File: src/rcrf_regs.vh
/*
 * Constants of the remote command request framer: frame layout, option
 * bits, response layout and the register map of the APB slave.
 * Assumes it is included by bare name from the framer source.
 */
`ifndef RCRF_REGS_VH
`define RCRF_REGS_VH

// Frame bytes
`define RCRF_SOF          8'h7e
`define RCRF_TYPE_REQ     8'h17
`define RCRF_TYPE_RSP     8'h97
`define RCRF_CSUM_BASE    8'hff
`define RCRF_SUM_RST      8'h00

// Absolute byte offsets within a request frame
`define RCRF_OFS_TYPE     16'd3
`define RCRF_OFS_ID       16'd4
`define RCRF_OFS_DEST     16'd5
`define RCRF_OFS_DEST_END 16'd12
`define RCRF_OFS_OPT      16'd15
`define RCRF_OFS_CMD_HI   16'd16
`define RCRF_OFS_CMD_LO   16'd17
`define RCRF_OFS_VAL      16'd18
`define RCRF_END_ADJ      17'd2
`define RCRF_LEN_MIN      16'd15
`define RCRF_LEN_ZERO     16'h0000

// Option bit positions
`define RCRF_OPT_NOACK    0
`define RCRF_OPT_APPLY    1
`define RCRF_OPT_SECURE   4

// Command that commits queued changes, two ASCII characters
`define RCRF_CMD_APPLY    16'h4143
`define RCRF_ID_NONE      8'h00

// Response frame: 7e, length, type, id, command, status, checksum
`define RCRF_RSP_LEN      16'h0005
`define RCRF_RSP_LAST     4'd8
`define RCRF_IDX_LEN_HI   4'd1
`define RCRF_IDX_LEN_LO   4'd2
`define RCRF_IDX_TYPE     4'd3
`define RCRF_IDX_ID       4'd4
`define RCRF_IDX_CMD_HI   4'd5
`define RCRF_IDX_CMD_LO   4'd6
`define RCRF_IDX_STATUS   4'd7

// APB register map, byte addresses
`define RCRF_ADDR_CTRL    8'h00
`define RCRF_ADDR_STATUS  8'h04
`define RCRF_ADDR_COUNT   8'h08
`define RCRF_ADDR_LAST    8'h0c
`define RCRF_CTRL_EN      0
`define RCRF_CTRL_CLR     1
`define RCRF_CTRL_EN_RST  1'b1
`define RCRF_CNT_ONE      16'h0001
`define RCRF_CNT_RST      16'h0000
`define RCRF_WORD_RST     32'h00000000

`endif

File: src/rcrf_framer.v
/*
 * Remote command request framer: parses request frames from the host byte
 * stream, hands checked requests to the frame handler, tracks queued changes
 * and builds the short response frame. APB slave for control and status.
 * Assumes rx bytes and the handler run on pclk; tx sink obeys valid/ready.
 */
// Local design decisions: the APB slave port and the placing of the registers.
// Overview of operation
// - Only frames of type 0x17 are parsed as remote parameter requests.
// - A zero correlation id suppresses the response frame completely.
// - The 0x97 response carries the request's correlation id.
// - No value bytes after the command code means a parameter read.
// - Value bytes from offset 18 onward are the new parameter setting.
// - Command code is two ASCII bytes at offsets 16 and 17.
// - Option bit 0 asks for sending without acknowledgment.
// - Option bit 1 applies at once; otherwise change waits for apply.
// - Option bit 4 sends the remote command over the secured path.
// - Checksum is 0xFF minus low byte of sum from offset 3.
// - Length counts exactly the bytes between length and checksum.
// - Every frame starts with the delimiter byte 7E.
// - Response goes out at once, with no added delay; here it waits for the handler's rsp_valid status and starts the cycle after.
// - Change with options 0x00 stays queued until apply or store; here only apply clears change_pending, store is not decoded.
`timescale 1ns/100ps
`include "rcrf_regs.vh"
`default_nettype none

module rcrf_framer #(
    parameter MAX_VAL = 16,
    parameter AW      = 8
) (
    input  wire                 pclk,
    input  wire                 presetn,
    input  wire                 psel,
    input  wire                 penable,
    input  wire                 pwrite,
    input  wire [AW-1:0]        paddr,
    input  wire [31:0]          pwdata,
    output reg  [31:0]          prdata,
    output reg                  pready,
    output reg                  pslverr,
    input  wire [7:0]           rx_data,
    input  wire                 rx_valid,
    output reg                  req_valid,
    output reg  [7:0]           req_id,
    output reg  [63:0]          req_dest,
    output reg  [15:0]          req_cmd,
    output reg                  req_write,
    output reg  [8*MAX_VAL-1:0] req_value,
    output reg  [7:0]           req_value_len,
    output reg                  req_no_ack,
    output reg                  req_apply,
    output reg                  req_secure,
    output reg                  apply_pending_changes_cmd,
    output reg                  change_pending,
    input  wire                 rsp_valid,
    input  wire [7:0]           rsp_status,
    output reg                  rsp_busy,
    output reg  [7:0]           tx_data,
    output reg                  tx_valid,
    input  wire                 tx_ready
);

    localparam ST_IDLE   = 3'd0;
    localparam ST_LEN_HI = 3'd1;
    localparam ST_LEN_LO = 3'd2;
    localparam ST_BODY   = 3'd3;
    localparam ST_CSUM   = 3'd4;

    localparam [15:0] LEN_MAX = `RCRF_LEN_MIN + MAX_VAL;
    localparam [15:0] RSP_LEN = `RCRF_RSP_LEN;

    reg  [2:0]           state;
    reg  [15:0]          flen;
    reg  [15:0]          pos;
    reg  [7:0]           sum;
    reg                  type_ok;
    reg  [7:0]           stage_id;
    reg  [63:0]          stage_dest;
    reg  [7:0]           stage_opt;
    reg  [15:0]          stage_cmd;
    reg  [8*MAX_VAL-1:0] stage_value;
    reg                  bad_evt;
    reg                  rsp_owed;
    reg  [7:0]           rsp_id;
    reg  [15:0]          rsp_cmd;
    reg  [7:0]           rsp_st;
    reg  [7:0]           rsp_csum;
    reg  [3:0]           tx_idx;
    reg                  ctrl_en;
    reg  [15:0]          good_cnt;
    reg  [15:0]          bad_cnt;
    reg  [7:0]           last_opt;

    wire [7:0]  csum_total = sum + rx_data;
    // Eight-bit sum keeps the response checksum free of carries and shift order
    wire [7:0]  rsp_sum    = `RCRF_TYPE_RSP + req_id + req_cmd[15:8] + req_cmd[7:0] + rsp_status;
    wire        len_ok     = (flen >= `RCRF_LEN_MIN) && (flen <= LEN_MAX);
    wire [15:0] val_len    = flen - `RCRF_LEN_MIN;
    wire [15:0] val_idx    = pos - `RCRF_OFS_VAL;
    wire [15:0] dest_idx   = `RCRF_OFS_DEST_END - pos;
    wire        body_last  = ({1'b0, pos} == ({1'b0, flen} + `RCRF_END_ADJ));
    wire        is_write   = (flen != `RCRF_LEN_MIN);
    wire        apply_now  = (is_write && stage_opt[`RCRF_OPT_APPLY]) ||
                             (stage_cmd == `RCRF_CMD_APPLY);
    wire        apb_wr     = psel && penable && pready && pwrite;
    wire        clr_cnt    = apb_wr && (paddr == `RCRF_ADDR_CTRL) &&
                             pwdata[`RCRF_CTRL_CLR];

    // Byte of the response frame at a given index
    function [7:0] rsp_byte;
        input [3:0]  idx;
        input [7:0]  id;
        input [15:0] cmd;
        input [7:0]  st;
        input [7:0]  cs;
        begin
            case (idx)
                `RCRF_IDX_LEN_HI: rsp_byte = RSP_LEN[15:8];
                `RCRF_IDX_LEN_LO: rsp_byte = RSP_LEN[7:0];
                `RCRF_IDX_TYPE:   rsp_byte = `RCRF_TYPE_RSP;
                `RCRF_IDX_ID:     rsp_byte = id;
                `RCRF_IDX_CMD_HI: rsp_byte = cmd[15:8];
                `RCRF_IDX_CMD_LO: rsp_byte = cmd[7:0];
                `RCRF_IDX_STATUS: rsp_byte = st;
                `RCRF_RSP_LAST:   rsp_byte = cs;
                default:          rsp_byte = `RCRF_SOF;
            endcase
        end
    endfunction

    // Receive parser
    always @(posedge pclk or negedge presetn) begin
        if (!presetn) begin
            state       <= ST_IDLE;
            flen        <= `RCRF_LEN_ZERO;
            pos         <= `RCRF_LEN_ZERO;
            sum         <= `RCRF_SUM_RST;
            type_ok     <= 1'b0;
            stage_id    <= `RCRF_ID_NONE;
            stage_dest  <= {64{1'b0}};
            stage_opt   <= `RCRF_SUM_RST;
            stage_cmd   <= `RCRF_LEN_ZERO;
            stage_value <= {8*MAX_VAL{1'b0}};
            bad_evt     <= 1'b0;
        end else begin
            bad_evt <= 1'b0;
            if (!ctrl_en) begin
                state <= ST_IDLE;
            end else if (rx_valid) begin
                case (state)
                    ST_IDLE: begin
                        if (rx_data == `RCRF_SOF) begin
                            state <= ST_LEN_HI;
                        end
                    end
                    ST_LEN_HI: begin
                        flen[15:8] <= rx_data;
                        state      <= ST_LEN_LO;
                    end
                    ST_LEN_LO: begin
                        flen[7:0] <= rx_data;
                        pos       <= `RCRF_OFS_TYPE;
                        sum       <= `RCRF_SUM_RST;
                        type_ok   <= 1'b0;
                        // Empty body goes straight to the checksum
                        if ({flen[15:8], rx_data} == `RCRF_LEN_ZERO) begin
                            state <= ST_CSUM;
                        end else begin
                            state <= ST_BODY;
                        end
                    end
                    ST_BODY: begin
                        sum <= csum_total;
                        pos <= pos + 16'd1;
                        if (pos == `RCRF_OFS_TYPE) begin
                            type_ok <= (rx_data == `RCRF_TYPE_REQ);
                        end
                        if (pos == `RCRF_OFS_ID) begin
                            stage_id <= rx_data;
                        end
                        if (pos >= `RCRF_OFS_DEST && pos <= `RCRF_OFS_DEST_END) begin
                            stage_dest[dest_idx[2:0]*8 +: 8] <= rx_data;
                        end
                        if (pos == `RCRF_OFS_OPT) begin
                            stage_opt <= rx_data;
                        end
                        if (pos == `RCRF_OFS_CMD_HI) begin
                            stage_cmd[15:8] <= rx_data;
                        end
                        if (pos == `RCRF_OFS_CMD_LO) begin
                            stage_cmd[7:0] <= rx_data;
                        end
                        // Bytes beyond capacity are dropped; length check rejects such frames
                        if (pos >= `RCRF_OFS_VAL && val_idx < MAX_VAL) begin
                            stage_value[val_idx*8 +: 8] <= rx_data;
                        end
                        if (body_last) begin
                            state <= ST_CSUM;
                        end
                    end
                    ST_CSUM: begin
                        state <= ST_IDLE;
                        // Other frame types pass by uncounted
                        if (type_ok && !(len_ok && csum_total == `RCRF_CSUM_BASE)) begin
                            bad_evt <= 1'b1;
                        end
                    end
                    default: begin
                        state <= ST_IDLE;
                    end
                endcase
            end
        end
    end

    // Hand-over of a checked request and queued change tracking
    always @(posedge pclk or negedge presetn) begin
        if (!presetn) begin
            req_valid                 <= 1'b0;
            req_id                    <= `RCRF_ID_NONE;
            req_dest                  <= {64{1'b0}};
            req_cmd                   <= `RCRF_LEN_ZERO;
            req_write                 <= 1'b0;
            req_value                 <= {8*MAX_VAL{1'b0}};
            req_value_len             <= `RCRF_SUM_RST;
            req_no_ack                <= 1'b0;
            req_apply                 <= 1'b0;
            req_secure                <= 1'b0;
            apply_pending_changes_cmd <= 1'b0;
            change_pending            <= 1'b0;
        end else begin
            req_valid                 <= 1'b0;
            apply_pending_changes_cmd <= 1'b0;
            if (ctrl_en && rx_valid && state == ST_CSUM && type_ok && len_ok &&
                csum_total == `RCRF_CSUM_BASE) begin
                req_valid     <= 1'b1;
                req_id        <= stage_id;
                req_dest      <= stage_dest;
                req_cmd       <= stage_cmd;
                req_write     <= is_write;
                req_value     <= stage_value;
                req_value_len <= val_len[7:0];
                req_no_ack    <= stage_opt[`RCRF_OPT_NOACK];
                req_apply     <= is_write && stage_opt[`RCRF_OPT_APPLY];
                req_secure    <= stage_opt[`RCRF_OPT_SECURE];
                if (apply_now) begin
                    apply_pending_changes_cmd <= 1'b1;
                    change_pending            <= 1'b0;
                end else if (is_write) begin
                    change_pending <= 1'b1;
                end
            end
        end
    end

    // Response builder; starts in the cycle after the handler's status
    always @(posedge pclk or negedge presetn) begin
        if (!presetn) begin
            rsp_owed <= 1'b0;
            rsp_busy <= 1'b0;
            rsp_id   <= `RCRF_ID_NONE;
            rsp_cmd  <= `RCRF_LEN_ZERO;
            rsp_st   <= `RCRF_SUM_RST;
            rsp_csum <= `RCRF_SUM_RST;
            tx_idx   <= 4'd0;
            tx_data  <= `RCRF_SUM_RST;
            tx_valid <= 1'b0;
        end else begin
            if (req_valid) begin
                rsp_owed <= (req_id != `RCRF_ID_NONE);
            end else if (rsp_valid && rsp_owed && !rsp_busy) begin
                rsp_owed <= 1'b0;
            end
            if (rsp_valid && rsp_owed && !rsp_busy && !req_valid) begin
                rsp_busy <= 1'b1;
                rsp_id   <= req_id;
                rsp_cmd  <= req_cmd;
                rsp_st   <= rsp_status;
                rsp_csum <= `RCRF_CSUM_BASE - rsp_sum;
                tx_data  <= `RCRF_SOF;
                tx_valid <= 1'b1;
                tx_idx   <= `RCRF_IDX_LEN_HI;
            end else if (tx_valid && tx_ready) begin
                if (tx_idx > `RCRF_RSP_LAST) begin
                    tx_valid <= 1'b0;
                    rsp_busy <= 1'b0;
                end else begin
                    tx_data <= rsp_byte(tx_idx, rsp_id, rsp_cmd, rsp_st, rsp_csum);
                    tx_idx  <= tx_idx + 4'd1;
                end
            end
        end
    end

    // APB slave; answers in the access cycle, no wait states
    always @(posedge pclk or negedge presetn) begin
        if (!presetn) begin
            pready   <= 1'b0;
            prdata   <= `RCRF_WORD_RST;
            pslverr  <= 1'b0;
            ctrl_en  <= `RCRF_CTRL_EN_RST;
            good_cnt <= `RCRF_CNT_RST;
            bad_cnt  <= `RCRF_CNT_RST;
            last_opt <= `RCRF_SUM_RST;
        end else begin
            pready  <= psel && !penable;
            pslverr <= 1'b0;
            if (psel && !penable) begin
                case (paddr)
                    `RCRF_ADDR_CTRL:   prdata <= {31'h00000000, ctrl_en};
                    `RCRF_ADDR_STATUS: prdata <= {27'h0000000, state, rsp_busy,
                                                  change_pending};
                    `RCRF_ADDR_COUNT:  prdata <= {bad_cnt, good_cnt};
                    `RCRF_ADDR_LAST:   prdata <= {last_opt, req_id, req_cmd};
                    default: begin
                        prdata  <= `RCRF_WORD_RST;
                        pslverr <= 1'b1;
                    end
                endcase
            end
            if (apb_wr && paddr == `RCRF_ADDR_CTRL) begin
                ctrl_en <= pwdata[`RCRF_CTRL_EN];
            end
            if (req_valid) begin
                last_opt <= {3'b000, req_secure, 2'b00, req_apply, req_no_ack};
            end
            // Event wins over a clear in the same cycle
            if (req_valid) begin
                good_cnt <= clr_cnt ? `RCRF_CNT_ONE : good_cnt + `RCRF_CNT_ONE;
            end else if (clr_cnt) begin
                good_cnt <= `RCRF_CNT_RST;
            end
            if (bad_evt) begin
                bad_cnt <= clr_cnt ? `RCRF_CNT_ONE : bad_cnt + `RCRF_CNT_ONE;
            end else if (clr_cnt) begin
                bad_cnt <= `RCRF_CNT_RST;
            end
        end
    end

endmodule

`default_nettype wire

File: config.mk
export PLATFORM = sky130hd
export DESIGN_NAME = rcrf_framer
export DESIGN_NICKNAME = d
export VERILOG_FILES = /design/src/rcrf_framer.v
export VERILOG_INCLUDE_DIRS = /design/src
export SDC_FILE = /design/constraint.sdc
export NUM_CORES = 1
export LEC_CHECK = 0
export ABC_AREA = 1
export BUFFER_PORTS_ARGS = -buffer_cell sky130_fd_sc_hd__buf_2
export CAP_MARGIN = 15
export CORE_ASPECT_RATIO = 1.2
export CORE_MARGIN = 1.5
export CORE_UTILIZATION = 50
export CTS_BUF_LIST = sky130_fd_sc_hd__clkbuf_2 sky130_fd_sc_hd__clkbuf_4 sky130_fd_sc_hd__clkbuf_8
export DETAILED_ROUTE_END_ITERATION = 8
export GPL_ROUTABILITY_DRIVEN = 0
export GPL_TIMING_DRIVEN = 0
export PLACE_DENSITY_LB_ADDON = 0.1
export SYNTH_ARGS = -nofsm -noshare
export SYNTH_HDL_FRONTEND = slang
export SYNTH_SLANG_ARGS = --single-unit
File: constraint.sdc
create_clock -name pclk -period 2.7 [get_ports pclk]
set_input_delay 0.27 -clock pclk [delete_from_list [all_inputs] [get_ports pclk]]
set_output_delay 0.27 -clock pclk [all_outputs]
set_load 0.02 [all_outputs]
==> out/metrics.yaml <==
outcome:
  run_status: "finished with violations"
  violations: "setup timing"
logic_synthesis:
  ys_seq_area_frac: 0.5595
  yosys.area.top_type_share: 0.5585
  synthesis.area_um2: 27690
  synth_ff_type: "dfrtp_1"
  synth.yosys.warnings: 0
  yosysUniqueCellTypes: 54
  synth_area_leaders: "dfrtp_1, nand2_1, o21ai_0"
  synth_fp_nets: 3382
  synth_edf_count: 0
  synthCells: 3265
  async_flop_share: 1.000
  synth.avg_cell_area_um2: 8.481
  synth-seq-cells: 619
  synth.largest_area_cell: "dfrtp_1"
global_route:
  grt_overflow: 0
  antenna_found_initial: 1
  grt_first_pass_wirelength_um: 142500
  grt_pass1_vias: 24942
  grt.total_usage: 0.3306
  grt_max_degree: 125
clocking:
  cts_max_level: 3
  clock-root-buffer: "clkbuf_8"
  clkTransAtPathRegs_ps: 70
  tritoncts: "yes"
  cts_buffer_depth: 3
  clk_latency_ps: 730
  cts_buffers: 99
  clock_sinks: 619
timing:
  fin_worst_skew_ps: 62.16
  fin_crit_sh: 1.139
  hold_ws_ps: 44.18
  tns_ps: -63360
  hold_viol_final: 0
  timing.final.ws_setup_ps: -375.9
  fin_crit_ps: 3076
  max_slew.worst_pin.slew_ps: 950.1
  finalSetupViolations: 340
  fmax_ghz: 0.3251
  rsz0062_at_grt: "yes"
  max_slew_margin: 0.3614
  drv_slew: 0
floorplan:
  die_x_um: 217.8
  num_rows: 94
  dieArea_um2: 56800
  die_y_um: 260.8
  coreArea_um2: 54810
  initial_utilization: 0.5052
  ios: 339
worst_setup_path:
  path_delay_family: "adder cells"
  path_cells: "inv_4 > fa_1 > fa_1 > ha_4 > ha_4 > a21oi_2 > inv_1 > a31oi_1 > inv_1 > nand2_2 > nand2_2 > a21oi_2 > xor2_1 > o21ai_1"
  cpPeakStageDelay_ps: 590
  worstPathRequired_ps: 3280
  crit_path_end_kind: "flop"
  path_max_fanout: 4
  critPathSlowestCell: "fa_1"
  setup.worst_path.class: "flop to flop"
  cp-start-kind: "flop"
  worst_ep_arrival_time_ps: 3650
  cp_num_buf_inv: 3
pwr:
  total_power_mw: 26.46
  vdd_drop_max_mv: 0.4473
  power.density_nw_per_um2: 692.1
  power_leakage_nw: 19.74
route:
  antenna_left: 0
  drt_iter0_markers: 2214
  routed-via-count: 25901
  vias_per_cell: 5.542
  drc: 0
  wl_per_cell_um: 20.83
  totalWireLength_um: 97350
  drt_pass1_iterations: 8
flow_run:
  maxCapViolCount: 0
placed_design:
  dp_hpwl_um: 65300
  io_buffers: 308
  dp_slack_ps: -1615
cells_and_area:
  area_delta_synth_final_pct: 38.08
  fin_nets: 3987
  drive_gt1_frac: 0.3425
  n_fill_cell: 4199
min_path:
  worstHoldPathType: "input pin to flop"
[worst min-delay path, stage by stage]
cell and delay [ps]:
buf_2 80, nor4_1 50, nand4_1 120, nand4_1 110, nor2_1 90
[stage by stage]
step,instances,util,instance area (um^2)
floorplan,3265,-,27760
global placement,4293,0.5510,30200
detailed placement,4298,0.5538,30350
CTS,4594,0.6463,35420
global route,4674,0.6976,38230
finish,4674,0.6976,38230
[layout make-up]
| class | count | area, um^2 | area share |
|---|---|---|---|
| Antenna cell | 1 | 2.502 | 0.00006545 |
| Buffer | 143 | 1570 | 0.04107 |
| Clock buffer | 172 | 2067 | 0.05406 |
| Clock inverter | 12 | 181.4 | 0.004745 |
| Inverter | 245 | 987.2 | 0.02582 |
| Multi-Input combinational cell | 2257 | 13130 | 0.3434 |
| Sequential cell | 619 | 15520 | 0.4059 |
| Tap cell | 720 | 900.9 | 0.02356 |
| Timing Repair Buffer | 504 | 3861 | 0.1010 |
| Timing Repair inverter | 1 | 16.27 | 0.0004254 |
[kinds of logic (layout without fill, tap and decap cells)]
| group | count (synthesis) | after routing | synth area share |
|---|---|---|---|
| muxes | 1 | 1 | 0.0004067 |
| buffers and inverters | 390 | 1077 | 0.05612 |
| other | 0 | 1 | 0 |
| adders and majority gates | 53 | 53 | 0.02802 |
| and+or+nand+nor | 1737 | 1738 | 0.2585 |
| xor gates and xnor gates | 48 | 48 | 0.01518 |
| DFF | 619 | 619 | 0.5595 |
| AOI/OAI and AO/OA | 417 | 417 | 0.08233 |
[power by group]
part           total [mW]  switching (mW)  internal [mW]  leakage, nW
Clock                9.02            3.85           5.18         1.20
Combinational        7.17            4.90           2.27         10.2
Sequential           10.3           0.523           9.75         8.37
Total                26.5            9.27           17.2         19.7
[cells in the final DEF, fill, tap and decap left out, types with 21 or more instances in the layout]
cell and count:
nand2_1 942, clkbuf_4 54, clkbuf_8 129, a21oi_1 45, clkbuf_16 47, nand2_4 124
o21ai_1 48, buf_6 32, nand3_1 57, buf_8 38, nand2_2 249, ha_1 25
o21ai_2 39, dlygate4sd3_1 25, dfrtp_1 597, dfrtp_2 21, o21ai_0 196, nor2_1 133
inv_1 214, buf_4 103, clkbuf_1 47, nand4_1 97, nor2_4 24, o22ai_1 21
xor2_1 29, buf_2 317
[cells in the mapped netlist, types with 2 or more instances]
library cell / instances
a2111oi_0: 2
a211oi_1: 3
a21oi_1: 52
a221oi_1: 6
a22o_1: 5
a31oi_1: 12
a41oi_1: 3
and2_1: 2
buf_1: 2
buf_2: 15
buf_4: 2
buf_6: 7
clkbuf_1: 118
clkinv_1: 5
dfrtp_1: 618
fa_1: 15
ha_1: 38
inv_1: 230
inv_2: 10
nand2_1: 1297
nand2_2: 17
nand2_4: 3
nand3_1: 87
nand3_2: 2
nand4_1: 97
nor2_1: 160
nor2_2: 10
nor2_4: 4
nor3_1: 26
nor3_2: 2
nor4_1: 23
o2111ai_1: 2
o21a_1: 3
o21ai_0: 236
o21ai_1: 48
o22ai_1: 21
o31ai_1: 18
or2_2: 2
xnor2_1: 18
xor2_1: 30
[final timing paths]
check                                           start                        end  slack (ps)  cells after the start
hold reg to reg            stage_dest[19]$_DFFE_PN0P_   req_dest[19]$_DFFE_PN0P_         460                      2
setup / recovery              req_cmd[12]$_DFFE_PN0P_    rsp_csum[7]$_DFFE_PN0P_        -380                     14
hold / removal                               paddr[6]          pslverr$_DFF_PN0_          40                      5
setup reg to reg              req_cmd[12]$_DFFE_PN0P_    rsp_csum[7]$_DFFE_PN0P_        -380                     14
min in group asynchronous                     presetn     tx_data[1]$_DFFE_PN0P_         220                      2
max in group asynchronous                     presetn  req_value[61]$_DFFE_PN0P_         980                      4
[timing repair]
action,CTS,global route
gates resized for setup,461,629
endpoints found under the hold margin,150,0
cloned,30,17
buffers inserted,57,64
pin swaps,85,135
setup endpoints to repair,441,452
hold buffers,25,0
[layer usage]
layer,wire length [um],global-route usage,vias up
li1,-,-,11768
met4,6875,0.2025,0
met2,47430,0.5534,1123
met3,6757,0.05524,348
met5,0,0,-
met1,36280,0.4006,12662
[state kept, by name, summed over array words and instances (netlist names), 16 cells and up]
name / cells
rsp_cmd: 16
req_value: 128
good_cnt: 16
flen: 16
stage_value: 128
req_dest: 64
bad_cnt: 16
prdata: 32
stage_cmd: 16
pos: 16
stage_dest: 64
req_cmd: 16
Note: power is estimated with default switching activity, not from simulation.
